`config.mk`:
```
export PLATFORM = sky130hd
export DESIGN_NAME = ddr_device_end_flat
export DESIGN_NICKNAME = d
export VERILOG_FILES = /design/src/ddr_pkg.sv /design/src/ddr_link_if.sv /design/src/cmd_decode.sv /design/src/ddr_device_end.sv /design/src/flat_wrapper.sv
export SDC_FILE = /design/constraint.sdc
export NUM_CORES = 1
export LEC_CHECK = 0
export BUFFER_PORTS_ARGS = -buffer_cell sky130_fd_sc_hd__buf_2
export CAP_MARGIN = 15
export CORE_ASPECT_RATIO = 1.75
export CORE_MARGIN = 5
export CORE_UTILIZATION = 49
export CTS_CLUSTER_DIAMETER = 60
export DETAILED_ROUTE_END_ITERATION = 12
export GPL_TIMING_DRIVEN = 0
export PLACE_DENSITY = 0.84
export SLEW_MARGIN = 20
export SYNTH_ARGS = -nofsm -noshare
export SYNTH_HDL_FRONTEND = slang
export SYNTH_SLANG_ARGS = --single-unit
```
`constraint.sdc`:
```
create_clock -name sys_clk_i -period 2.4 [get_ports sys_clk_i]
set_input_delay 0.48 -clock sys_clk_i [delete_from_list [all_inputs] [get_ports sys_clk_i]]
set_output_delay 0.48 -clock sys_clk_i [all_outputs]
set_load 0.01 [all_outputs]
```
`src/ddr_pkg.sv`:
```
package ddr_pkg;
	typedef enum logic [3:0] {
		CMD_NOP = 4'h0,
		CMD_DES = 4'h1,
		CMD_MODE_SET = 4'h2,
		CMD_REF = 4'h3,
		CMD_SR_ENTER = 4'h4,
		CMD_SR_EXIT = 4'h5,
		CMD_PRE = 4'h6,
		CMD_PRE_ALL = 4'h7,
		CMD_ACT = 4'h8,
		CMD_WR = 4'h9,
		CMD_RD = 4'hA,
		CMD_ZQ = 4'hB,
		CMD_ILL = 4'hF
	} cmd_e;
	localparam int AW = 15;
	localparam int BAW = 3;
	localparam int DQW = 16;
	localparam int LANE_W = 8;
	localparam logic [2:0] MR_SEL_ZERO = 3'h0;
	localparam logic [2:0] MR_SEL_THREE = 3'h3;
	localparam logic [1:0] MODE0_BL_FIXED8 = 2'h0;
	localparam logic [1:0] MODE0_BL_FLY = 2'h1;
	localparam logic [1:0] MODE0_BL_FIXED4 = 2'h2;
	localparam int MODE0_BL_LSB = 0;
	localparam int MODE3_CAL_BIT = 2;
	localparam int MODE3_LOC_LSB = 0;
	localparam logic [1:0] LOC_PATTERN = 2'h0;
	localparam int AUTO_CLOSE_BIT = 10;
	localparam int CHOP_SELECT_BIT = 12;
	localparam int NIBBLE_BIT = 2;
	localparam logic [7:0] CAL_PATTERN = 8'hAA;
	localparam logic RESERVED_FILL = 1'b0;
	localparam logic [3:0] BEATS_FULL = 4'h8;
	localparam logic [3:0] BEATS_CHOP = 4'h4;
	localparam logic [2:0] CHOP_UPPER_START = 3'h4;
	localparam logic [3:0] READ_LATENCY = 4'h5;
	localparam int CLK_PERIOD_NS = 20;
	localparam int CMD_GAP_NS = 30;
	localparam logic [3:0] CMD_GAP_CYCLES = 4'((CMD_GAP_NS + CLK_PERIOD_NS - 1) / CLK_PERIOD_NS);
	localparam int DLL_LOCK_NS = 10240;
	localparam logic [9:0] DLL_LOCK_CYCLES = 10'((DLL_LOCK_NS + CLK_PERIOD_NS - 1) / CLK_PERIOD_NS);
	localparam logic [3:0] REG_CMD = 4'h0;
	localparam logic [3:0] REG_ADDR = 4'h4;
	localparam logic [3:0] REG_STATUS = 4'h8;
	localparam logic [3:0] REG_RDATA = 4'hC;
	localparam int CMD_OP_LSB = 0;
	localparam int CMD_BA_LSB = 4;
	localparam int ST_BUSY = 0;
	localparam int ST_DLL = 1;
	localparam int ST_CAL = 2;
	localparam int ST_SELF_REF = 3;
	localparam int ST_REFUSED = 4;
endpackage : ddr_pkg

```
`src/ddr_link_if.sv`:
```
`timescale 1ns/1ps
interface ddr_link_if;
	logic cke;
	logic cs_n;
	logic ras_n;
	logic cas_n;
	logic we_n;
	logic [ddr_pkg::BAW-1:0] ba;
	logic [ddr_pkg::AW-1:0] addr;
	logic [ddr_pkg::DQW-1:0] dq_dev;
	logic dq_dev_oe;
	logic [ddr_pkg::DQW-1:0] dq;
	// Wire level seen by the controller
	assign dq = dq_dev_oe ? dq_dev : 16'h0000;
	modport dev (
		input cke, cs_n, ras_n, cas_n, we_n, ba, addr,
		output dq_dev, dq_dev_oe
	);
	modport ctl (
		output cke, cs_n, ras_n, cas_n, we_n, ba, addr,
		input dq, dq_dev_oe
	);
endinterface : ddr_link_if

```
`src/cmd_decode.sv`:
```
`timescale 1ns/1ps
module cmd_decode (
	input wire logic cke_prev_i,
	input wire logic cke_i,
	input wire logic cs_n_i,
	input wire logic ras_n_i,
	input wire logic cas_n_i,
	input wire logic we_n_i,
	input wire logic auto_close_i,
	output ddr_pkg::cmd_e cmd_o
);
	logic [2:0] rcw;
	assign rcw = {ras_n_i, cas_n_i, we_n_i};
	always_comb begin
		cmd_o = ddr_pkg::CMD_ILL;
		if (!cke_prev_i && cke_i) begin
			// Exit needs deselect or no-operation
			cmd_o = (cs_n_i || rcw == 3'h7) ? ddr_pkg::CMD_SR_EXIT : ddr_pkg::CMD_ILL;
		end else if (cke_prev_i && !cke_i) begin
			cmd_o = (!cs_n_i && rcw == 3'h1) ? ddr_pkg::CMD_SR_ENTER : ddr_pkg::CMD_ILL;
		end else if (!cke_prev_i) begin
			cmd_o = ddr_pkg::CMD_NOP;
		end else if (cs_n_i) begin
			cmd_o = ddr_pkg::CMD_DES;
		end else begin
			case (rcw)
				3'h0: cmd_o = ddr_pkg::CMD_MODE_SET;
				3'h1: cmd_o = ddr_pkg::CMD_REF;
				3'h2: cmd_o = auto_close_i ? ddr_pkg::CMD_PRE_ALL : ddr_pkg::CMD_PRE;
				3'h3: cmd_o = ddr_pkg::CMD_ACT;
				3'h4: cmd_o = ddr_pkg::CMD_WR;
				3'h5: cmd_o = ddr_pkg::CMD_RD;
				3'h6: cmd_o = ddr_pkg::CMD_ZQ;
				3'h7: cmd_o = ddr_pkg::CMD_NOP;
				default: cmd_o = ddr_pkg::CMD_ILL;
			endcase
		end
	end
endmodule : cmd_decode

```
`src/ddr_device_end.sv`:
```
`timescale 1ns/1ps
// Summary of operation
// - Pattern location, full burst: beats 0..7 alternating
// - Chop reads: nibble bit picks beats 0-3/4-7
// - Beat 0 is LSB, beat 7 MSB
// - Pattern is one-bit stream on all pins
// - Bit 0 of both lanes drives pattern
// - Lane bits 7..1 mirror bit 0 or zero
// - Controller zeroes column bits 1:0 on pattern reads
// - Controller zeroes nibble bit on full pattern reads
// - Bank, column 9:3, high bits other than the chop select bit ignored
// - Chop select bit picks chop when fly-enabled
// - Pattern reads keep ordinary read latency
// - Controller refuses pattern reads before lock
// - Controller keeps command spacing around mode changes
// - Write decode, column on low address bits
// - Fly write, chop bit low: four beats
// - Fly write, chop bit high: eight beats
// - Mode set, refresh, row open decodes
// - Precharge one/all, self-refresh entry decode
// - Commands decoded from strobes at rising edge
// - Mode register three bit 2 redirects reads
// - Auto-close ignored in pattern mode
// - Self-refresh exit on clock enable high
module ddr_device_end #(
	parameter logic [3:0] READ_LATENCY = ddr_pkg::READ_LATENCY,
	parameter bit MIRROR_LANES = 1'b1
) (
	input wire logic sys_clk_i,
	input wire logic rstn_i,
	ddr_link_if.dev link,
	input wire logic [ddr_pkg::DQW-1:0] array_data_i,
	output logic array_rd_o,
	output ddr_pkg::cmd_e cmd_o,
	output logic [ddr_pkg::BAW-1:0] bank_o,
	output logic [ddr_pkg::AW-1:0] addr_o,
	output logic [3:0] write_beats_o,
	output logic self_refresh_o,
	output logic cal_mode_o
);
	typedef enum logic {
		ST_AWAKE = 1'b0,
		ST_SLEEP = 1'b1
	} pwr_state_e;

	pwr_state_e state_reg;
	ddr_pkg::cmd_e dec_cmd;
	logic cke_prev_reg;
	logic [ddr_pkg::AW-1:0] mode0_reg;
	logic [ddr_pkg::AW-1:0] mode3_reg;
	logic pend_reg;
	logic [3:0] lat_cnt_reg;
	logic pend_cal_reg;
	logic pend_chop_reg;
	logic [2:0] pend_start_reg;
	logic [3:0] left_reg;
	logic [2:0] beat_reg;
	logic burst_cal_reg;
	logic [ddr_pkg::DQW-1:0] dq_reg;
	logic oe_reg;
	logic cal_on;
	logic chop_now;
	logic rd_take;
	logic burst_go;

	// Pattern bit per beat, placed on the data lanes
	function automatic logic [ddr_pkg::DQW-1:0] cal_word(
		input logic [1:0] loc,
		input logic [2:0] beat
	);
		logic b;
		b = (loc == ddr_pkg::LOC_PATTERN) ? ddr_pkg::CAL_PATTERN[beat] : ddr_pkg::RESERVED_FILL;
		if (MIRROR_LANES) begin
			cal_word = {ddr_pkg::DQW{b}};
		end else begin
			cal_word = {7'h00, b, 7'h00, b};
		end
	endfunction : cal_word

	// Chop decision from mode register zero and the chop select bit
	function automatic logic is_chop(
		input logic [1:0] bl,
		input logic sel
	);
		if (bl == ddr_pkg::MODE0_BL_FLY) begin
			is_chop = !sel;
		end else begin
			is_chop = (bl == ddr_pkg::MODE0_BL_FIXED4);
		end
	endfunction : is_chop

	cmd_decode i_cmd_decode (
		.cke_prev_i(cke_prev_reg),
		.cke_i(link.cke),
		.cs_n_i(link.cs_n),
		.ras_n_i(link.ras_n),
		.cas_n_i(link.cas_n),
		.we_n_i(link.we_n),
		.auto_close_i(link.addr[ddr_pkg::AUTO_CLOSE_BIT]),
		.cmd_o(dec_cmd)
	);

	assign cal_on = mode3_reg[ddr_pkg::MODE3_CAL_BIT];
	assign chop_now = is_chop(mode0_reg[ddr_pkg::MODE0_BL_LSB +: 2], link.addr[ddr_pkg::CHOP_SELECT_BIT]);
	// Auto-close bit is not decoded for reads, so read-with-close acts as read
	assign rd_take = (state_reg == ST_AWAKE) && (dec_cmd == ddr_pkg::CMD_RD) && !pend_reg;
	assign burst_go = pend_reg && (lat_cnt_reg == 4'h0);

	always_ff @(posedge sys_clk_i or negedge rstn_i) begin
		if (!rstn_i) begin
			cke_prev_reg <= 1'b0;
		end else begin
			cke_prev_reg <= link.cke;
		end
	end

	always_ff @(posedge sys_clk_i or negedge rstn_i) begin
		if (!rstn_i) begin
			state_reg <= ST_AWAKE;
		end else begin
			case (state_reg)
				ST_AWAKE: begin
					if (dec_cmd == ddr_pkg::CMD_SR_ENTER) begin
						state_reg <= ST_SLEEP;
					end
				end
				ST_SLEEP: begin
					if (dec_cmd == ddr_pkg::CMD_SR_EXIT) begin
						state_reg <= ST_AWAKE;
					end
				end
				default: state_reg <= ST_AWAKE;
			endcase
		end
	end

	// Mode registers, bank bits choose the target
	always_ff @(posedge sys_clk_i or negedge rstn_i) begin
		if (!rstn_i) begin
			mode0_reg <= 15'h0000;
			mode3_reg <= 15'h0000;
		end else if (state_reg == ST_AWAKE && dec_cmd == ddr_pkg::CMD_MODE_SET) begin
			if (link.ba == ddr_pkg::MR_SEL_ZERO) begin
				mode0_reg <= link.addr;
			end
			if (link.ba == ddr_pkg::MR_SEL_THREE) begin
				mode3_reg <= link.addr;
			end
		end
	end

	// Read command waits out the read latency
	always_ff @(posedge sys_clk_i or negedge rstn_i) begin
		if (!rstn_i) begin
			pend_reg <= 1'b0;
			lat_cnt_reg <= 4'h0;
			pend_cal_reg <= 1'b0;
			pend_chop_reg <= 1'b0;
			pend_start_reg <= 3'h0;
		end else if (rd_take) begin
			pend_reg <= 1'b1;
			lat_cnt_reg <= READ_LATENCY - 4'h1;
			pend_cal_reg <= cal_on;
			pend_chop_reg <= chop_now;
			// Only the nibble bit steers order; chop select bit sets length, others unused
			pend_start_reg <= (chop_now && link.addr[ddr_pkg::NIBBLE_BIT]) ? ddr_pkg::CHOP_UPPER_START : 3'h0;
		end else if (burst_go) begin
			pend_reg <= 1'b0;
		end else if (pend_reg) begin
			lat_cnt_reg <= lat_cnt_reg - 4'h1;
		end
	end

	// Burst beats in fixed order from the start beat
	always_ff @(posedge sys_clk_i or negedge rstn_i) begin
		if (!rstn_i) begin
			left_reg <= 4'h0;
			beat_reg <= 3'h0;
			burst_cal_reg <= 1'b0;
		end else if (burst_go) begin
			left_reg <= pend_chop_reg ? ddr_pkg::BEATS_CHOP : ddr_pkg::BEATS_FULL;
			beat_reg <= pend_start_reg;
			burst_cal_reg <= pend_cal_reg;
		end else if (left_reg != 4'h0) begin
			left_reg <= left_reg - 4'h1;
			beat_reg <= beat_reg + 3'h1;
		end
	end

	assign array_rd_o = (left_reg != 4'h0) && !burst_cal_reg;

	always_ff @(posedge sys_clk_i or negedge rstn_i) begin
		if (!rstn_i) begin
			dq_reg <= 16'h0000;
			oe_reg <= 1'b0;
		end else if (left_reg != 4'h0) begin
			oe_reg <= 1'b1;
			if (burst_cal_reg) begin
				dq_reg <= cal_word(mode3_reg[ddr_pkg::MODE3_LOC_LSB +: 2], beat_reg);
			end else begin
				dq_reg <= array_data_i;
			end
		end else begin
			oe_reg <= 1'b0;
			dq_reg <= 16'h0000;
		end
	end

	assign link.dq_dev = dq_reg;
	assign link.dq_dev_oe = oe_reg;

	// Decoded command and its address seen by the user side
	always_ff @(posedge sys_clk_i or negedge rstn_i) begin
		if (!rstn_i) begin
			cmd_o <= ddr_pkg::CMD_NOP;
			bank_o <= 3'h0;
			addr_o <= 15'h0000;
		end else begin
			cmd_o <= dec_cmd;
			bank_o <= link.ba;
			// Column on low bits for writes, row for activate
			addr_o <= link.addr;
		end
	end

	always_ff @(posedge sys_clk_i or negedge rstn_i) begin
		if (!rstn_i) begin
			write_beats_o <= 4'h0;
		end else if (state_reg == ST_AWAKE && dec_cmd == ddr_pkg::CMD_WR) begin
			write_beats_o <= chop_now ? ddr_pkg::BEATS_CHOP : ddr_pkg::BEATS_FULL;
		end
	end

	always_ff @(posedge sys_clk_i or negedge rstn_i) begin
		if (!rstn_i) begin
			self_refresh_o <= 1'b0;
			cal_mode_o <= 1'b0;
		end else begin
			self_refresh_o <= (state_reg == ST_SLEEP);
			cal_mode_o <= cal_on;
		end
	end
endmodule : ddr_device_end

```
`src/flat_wrapper.sv`:
```
// flat-port wrapper written by rule: the top's interface ports become plain ports
module ddr_device_end_flat 
#(
	parameter logic [3:0] READ_LATENCY = ddr_pkg::READ_LATENCY,
	parameter bit MIRROR_LANES = 1'b1
)
  (sys_clk_i, rstn_i, array_data_i, array_rd_o, cmd_o, bank_o, addr_o, write_beats_o, self_refresh_o, cal_mode_o, link_cke, link_cs_n, link_ras_n, link_cas_n, link_we_n, link_ba, link_addr, link_dq_dev, link_dq_dev_oe);
  ddr_link_if link_i ();
  input wire logic sys_clk_i;
  input wire logic rstn_i;
  input wire logic [ddr_pkg::DQW-1:0] array_data_i;
  output logic array_rd_o;
  output ddr_pkg::cmd_e cmd_o;
  output logic [ddr_pkg::BAW-1:0] bank_o;
  output logic [ddr_pkg::AW-1:0] addr_o;
  output logic [3:0] write_beats_o;
  output logic self_refresh_o;
  output logic cal_mode_o;
  input wire logic [$bits(link_i.cke)-1:0] link_cke;
  input wire logic [$bits(link_i.cs_n)-1:0] link_cs_n;
  input wire logic [$bits(link_i.ras_n)-1:0] link_ras_n;
  input wire logic [$bits(link_i.cas_n)-1:0] link_cas_n;
  input wire logic [$bits(link_i.we_n)-1:0] link_we_n;
  input wire logic [$bits(link_i.ba)-1:0] link_ba;
  input wire logic [$bits(link_i.addr)-1:0] link_addr;
  output wire logic [$bits(link_i.dq_dev)-1:0] link_dq_dev;
  output wire logic [$bits(link_i.dq_dev_oe)-1:0] link_dq_dev_oe;
  assign link_i.cke = link_cke;
  assign link_i.cs_n = link_cs_n;
  assign link_i.ras_n = link_ras_n;
  assign link_i.cas_n = link_cas_n;
  assign link_i.we_n = link_we_n;
  assign link_i.ba = link_ba;
  assign link_i.addr = link_addr;
  assign link_dq_dev = link_i.dq_dev;
  assign link_dq_dev_oe = link_i.dq_dev_oe;
  ddr_device_end #(.READ_LATENCY(READ_LATENCY), .MIRROR_LANES(MIRROR_LANES)) u_core (.sys_clk_i(sys_clk_i), .rstn_i(rstn_i), .link(link_i), .array_data_i(array_data_i), .array_rd_o(array_rd_o), .cmd_o(cmd_o), .bank_o(bank_o), .addr_o(addr_o), .write_beats_o(write_beats_o), .self_refresh_o(self_refresh_o), .cal_mode_o(cal_mode_o));
endmodule
```
==> tab_implementation.tex <==
\begin{tabular}{lr}
\hline
Metric & Value \\
\hline
\multicolumn{2}{l}{\textbf{Power and ir drop}} \\
\quad Leakage & 0.001572 µW \\
\quad Switching share of power & 28.57\% \\
\quad Maximum resistive drop on vdd & 0.7138 mV \\
\quad Clock share of power & 32.9\% \\
\quad Power density over cell area & 953.2 nW/µm² \\
\quad Int Pwr & 2177 µW \\
\quad Combinational group share of total power & 22.6\% \\
\quad Reg power frac & 44.5\% \\
\quad Switching power summed over all nets & 870.6 µW \\
\multicolumn{2}{l}{\textbf{Clock tree}} \\
\quad CTS clk-pin slew, worst paths & 70 ps \\
\quad Setup Fix Bufs, Post-CTS & 0 \\
\quad Quantity of hold-fixing buffers added after cts & 0 \\
\quad Maximum root-to-sink buffer count & 2 \\
\quad Clock tree from TritonCTS & built \\
\quad Count of H-tree levels built during CTS & 3 \\
\quad Clock insertion delay at the later pin of the skew report & 320 ps \\
\quad Number of buffers inserted during clock tree synthesis & 9 \\
\quad CTS resizes & 1 \\
\quad Master cell of the clock root buffer & sky130\_fd\_sc\_hd\_\_clkbuf\_8 \\
\quad Total number of clock tree sinks & 63 \\
\multicolumn{2}{l}{\textbf{Setup path}} \\
\quad Kind of capture point of the worst setup path & flop \\
\quad Startpoint of the worst setup timing path & u\_core.cke\_prev\_reg \\
\quad Top fanout value on the critical path & 10 \\
\quad Crit Path Class & flop to flop \\
\quad Cell-by-cell listing of the critical path & buf\_2 > or2\_1 > a211oi\_1 > o311ai\_2 > nor4\_4 > mux2\_2 \\
\quad Startpoint of the worst-slack reg-to-reg timing path & u\_core.cke\_prev\_reg \\
\quad Data arrival time at the worst-slack endpoint & 2470 ps \\
\quad Max stage delay cell, worst path & sky130\_fd\_sc\_hd\_\_dfrtp\_1 \\
\quad Largest stage delay, worst path & 370 ps \\
\quad Length in cells of the worst reg-to-reg path & 6 \\
\quad CP required & 2610 ps \\
\quad Worst Setup Start Kind & flop \\
\multicolumn{2}{l}{\textbf{Timing}} \\
\quad Final Skew & 4.361 ps \\
\quad Summed negative setup slack over all endpoints & 0 ps \\
\quad Crit share post-route & 94.05\% \\
\quad Finish-stage setup viols & 0 \\
\quad Unrepaired setup endpoints after global routing & false \\
\quad Final-report hold violation count & 0 \\
\quad Slew Limit Fails & 0 \\
\quad Max-slew headroom at the worst pin & 48.24\% \\
\quad Maximum clock frequency & 0.4430 GHz \\
\quad Final critical-path required period & 2257 ps \\
\quad Worst slack on hold paths & 221.4 ps \\
\quad Slew @ Worst Pin & 769.8 ps \\
\quad Final setup slack of the worst path & 142.8 ps \\
\multicolumn{2}{l}{\textbf{Synthesis}} \\
\quad Average cell area after synthesis & 13.06 µm² \\
\quad Number of synthesized flops with an enable pin & 0 \\
\quad Largest cells by area after synthesis & sky130\_fd\_sc\_hd\_\_dfrtp\_1 (64\%), sky130\_fd\_sc\_hd\_\_o21a\_1 (5.2\%), sky130\_fd\_sc\_hd\_\_mux2\_2 (3.6\%) \\
\quad Library cell with the largest summed area after synthesis & sky130\_fd\_sc\_hd\_\_dfrtp\_1 \\
\quad Async set-reset flop share out of synthesis & 100.0\% \\
\quad Most used standard cell by instance count after synthesis & sky130\_fd\_sc\_hd\_\_dfrtp\_1 \\
\quad Yosys top cell area share & 63.86\% \\
\quad List of most frequent post-synthesis cells & sky130\_fd\_sc\_hd\_\_dfrtp\_1 (63), sky130\_fd\_sc\_hd\_\_o21a\_1 (17), sky130\_fd\_sc\_hd\_\_inv\_1 (11), sky130\_fd\_sc\_hd\_\_nor2\_1 (11), sky130\_fd\_sc\_hd\_\_nand2\_1 (10) \\
\quad Number of flip-flops and latches in the synthesized netlist & 63 \\
\quad Total standard cell area after synthesis & 2469 µm² \\
\quad Dominant register cell in the synthesized netlist & sky130\_fd\_sc\_hd\_\_dfrtp\_1 \\
\quad Warning count from the yosys run & 0 \\
\quad Synth unique cells & 43 \\
\quad Post-synthesis sequential area ratio & 63.86\% \\
\quad Count of mapped cells out of synthesis & 189 \\
\multicolumn{2}{l}{\textbf{Global routing}} \\
\quad Vias in the first global route & 1,836 \\
\quad Maximum number of pins on one net before global-route repair & 64 \\
\quad GRT overflow & 0 \\
\quad Global-route wire length before repair & 8.128 mm \\
\quad Number of antenna violations at the first check in global routing & 0 \\
\quad Global-route usage over all layers & 15.76\% \\
\multicolumn{2}{l}{\textbf{Finish}} \\
\quad Growth of design area from synthesis to finish & 29.50\% \\
\quad Area of the multi-input gates & 815.8 µm² \\
\quad Count of inserted antenna diode cells & 0 \\
\quad FILL cells & 395 \\
\quad Largest register FFs & 16 \\
\quad Layout net count & 328 \\
\quad Layout Utilization & 64.78\% \\
\quad Sequential standard cell area & 1577 µm² \\
\quad Proportion of layout cells with a drive suffix above 1 & 42.71\% \\
\quad Final Non-Filler Cells & 342 \\
\multicolumn{2}{l}{\textbf{Placed design}} \\
\quad Post-placement setup slack & -122.0 ps \\
\quad Cell count after placement & 326 \\
\quad Routability-driven placement congestion ratio & 0.9389 \\
\quad Buffers added on ports & 82 \\
\quad Hpwl dp & 3.746 mm \\
\multicolumn{2}{l}{\textbf{Die}} \\
\quad Initial Util & 50.03\% \\
\quad Vertical die dimension & 103.9 µm \\
\quad Io pins & 87 \\
\quad Std cell rows & 34 \\
\quad Horizontal extent of the die & 63.66 µm \\
\quad Std-Cell Core Area & 4935 µm² \\
\quad Full die area & 6613 µm² \\
\multicolumn{2}{l}{\textbf{Worst hold path}} \\
\quad Classification of the worst-slack hold path & input pin to async pin \\
\multicolumn{2}{l}{\textbf{Detailed routing}} \\
\quad Final routed wire length divided by cell count & 14.59 µm \\
\quad Drt initial violations & 37 \\
\quad Number of remaining DRC errors & 0 \\
\quad Iteration count of the initial detailed-routing pass & 4 \\
\quad Final WL & 4.990 mm \\
\quad Routed Antenna Nets & 0 \\
\quad Via count & 1,759 \\
\quad Via/cell ratio & 5.143 \\
\multicolumn{2}{l}{\textbf{Run}} \\
\quad MaxCap Viol Count & 0 \\
\multicolumn{2}{l}{\textbf{Status}} \\
\quad Status & completed \\
\hline
\end{tabular}
[cells in the final DEF, fill, tap and decap left out, drive strengths merged, types with 2 or more instances in the layout]
cell,instances
a21oi,4
buf,89
bufinv,2
clkbuf,14
clkinv,2
conb,2
dfrtp,63
ha,4
inv,11
mux2,9
nand2,10
nand2b,2
nand3b,2
nor2,11
nor3,4
nor3b,3
nor4,4
nor4b,3
o21a,17
o21ai,5
o31ai,2
or3,4
xnor2,4
xor2,2
[logic make-up (layout without fill, tap and decap cells)]
| group | after synthesis | in the layout | synth area share [%] |
|---|---|---|---|
| flops | 63 | 63 | 63.86 |
| simple gates | 47 | 47 | 12.16 |
| compound gates | 37 | 37 | 10.90 |
| buf+inv | 21 | 119 | 4.105 |
| mux | 10 | 10 | 4.663 |
| xor+xnor | 6 | 6 | 2.129 |
| fa+ha+maj | 4 | 4 | 2.027 |
| other cells | 1 | 2 | 0.1519 |
[cell type report]
type                            count  share of cell area (%)
Inverter                           11                   1.292
Timing Repair Buffer               82                   12.92
Buffer                             10                   1.879
Tap cell                           54                   2.114
Sequential cell                    63                   49.31
Clock inverter                      5                   2.544
Clock buffer                       11                   4.423
Multi-Input combinational cell    106                   25.52
[metrics by stage]
step	total power (µW)	cell area, µm²
5_1_grt	3221	3197
3_3_place_gp	2019	2950
3_5_place_dp	2068	2959
2_1_floorplan	1803	2472
6_report	3047	3197
4_1_cts	3076	3187
[critical path: cells and delay by family (launching register included)]
family	cells	cell delay, ps
simple gates	2	620
compound gates	2	600
mux	1	370
buf+inv	1	180
flops	1	370
[power groups by stage]
stage               clock [µW]  combinational [µW]  sequential (µW)
floorplan                    0                 399             1400
finish                    1000                 688             1360
CTS                       1020                 702             1350
global placement             0                 662             1360
global route              1060                 785             1380
detailed placement           0                 697             1370
[metal layers]
layer	vias up	global-route usage (%)	share of wire (%)
li1	840	-	-
met1	835	16.61	36
met2	74	26.89	53
met3	10	5.081	8.9
met4	0	8.767	2.1
met5	-	0	0
[path summary, 6_finish.rpt]
kind | to | slack, ps
max reg2reg | u_core.mode3_reg[0] | 140
max | u_core.mode3_reg[0] | 140
min | u_core.link.dq_dev_oe | 220
min in group sys_clk_i | u_core.addr_o[11] | 260
max in group asynchronous | u_core.addr_o[3] | 1680
min reg2reg | u_core.cal_mode_o | 410
Power figures use the tool's default switching activity.
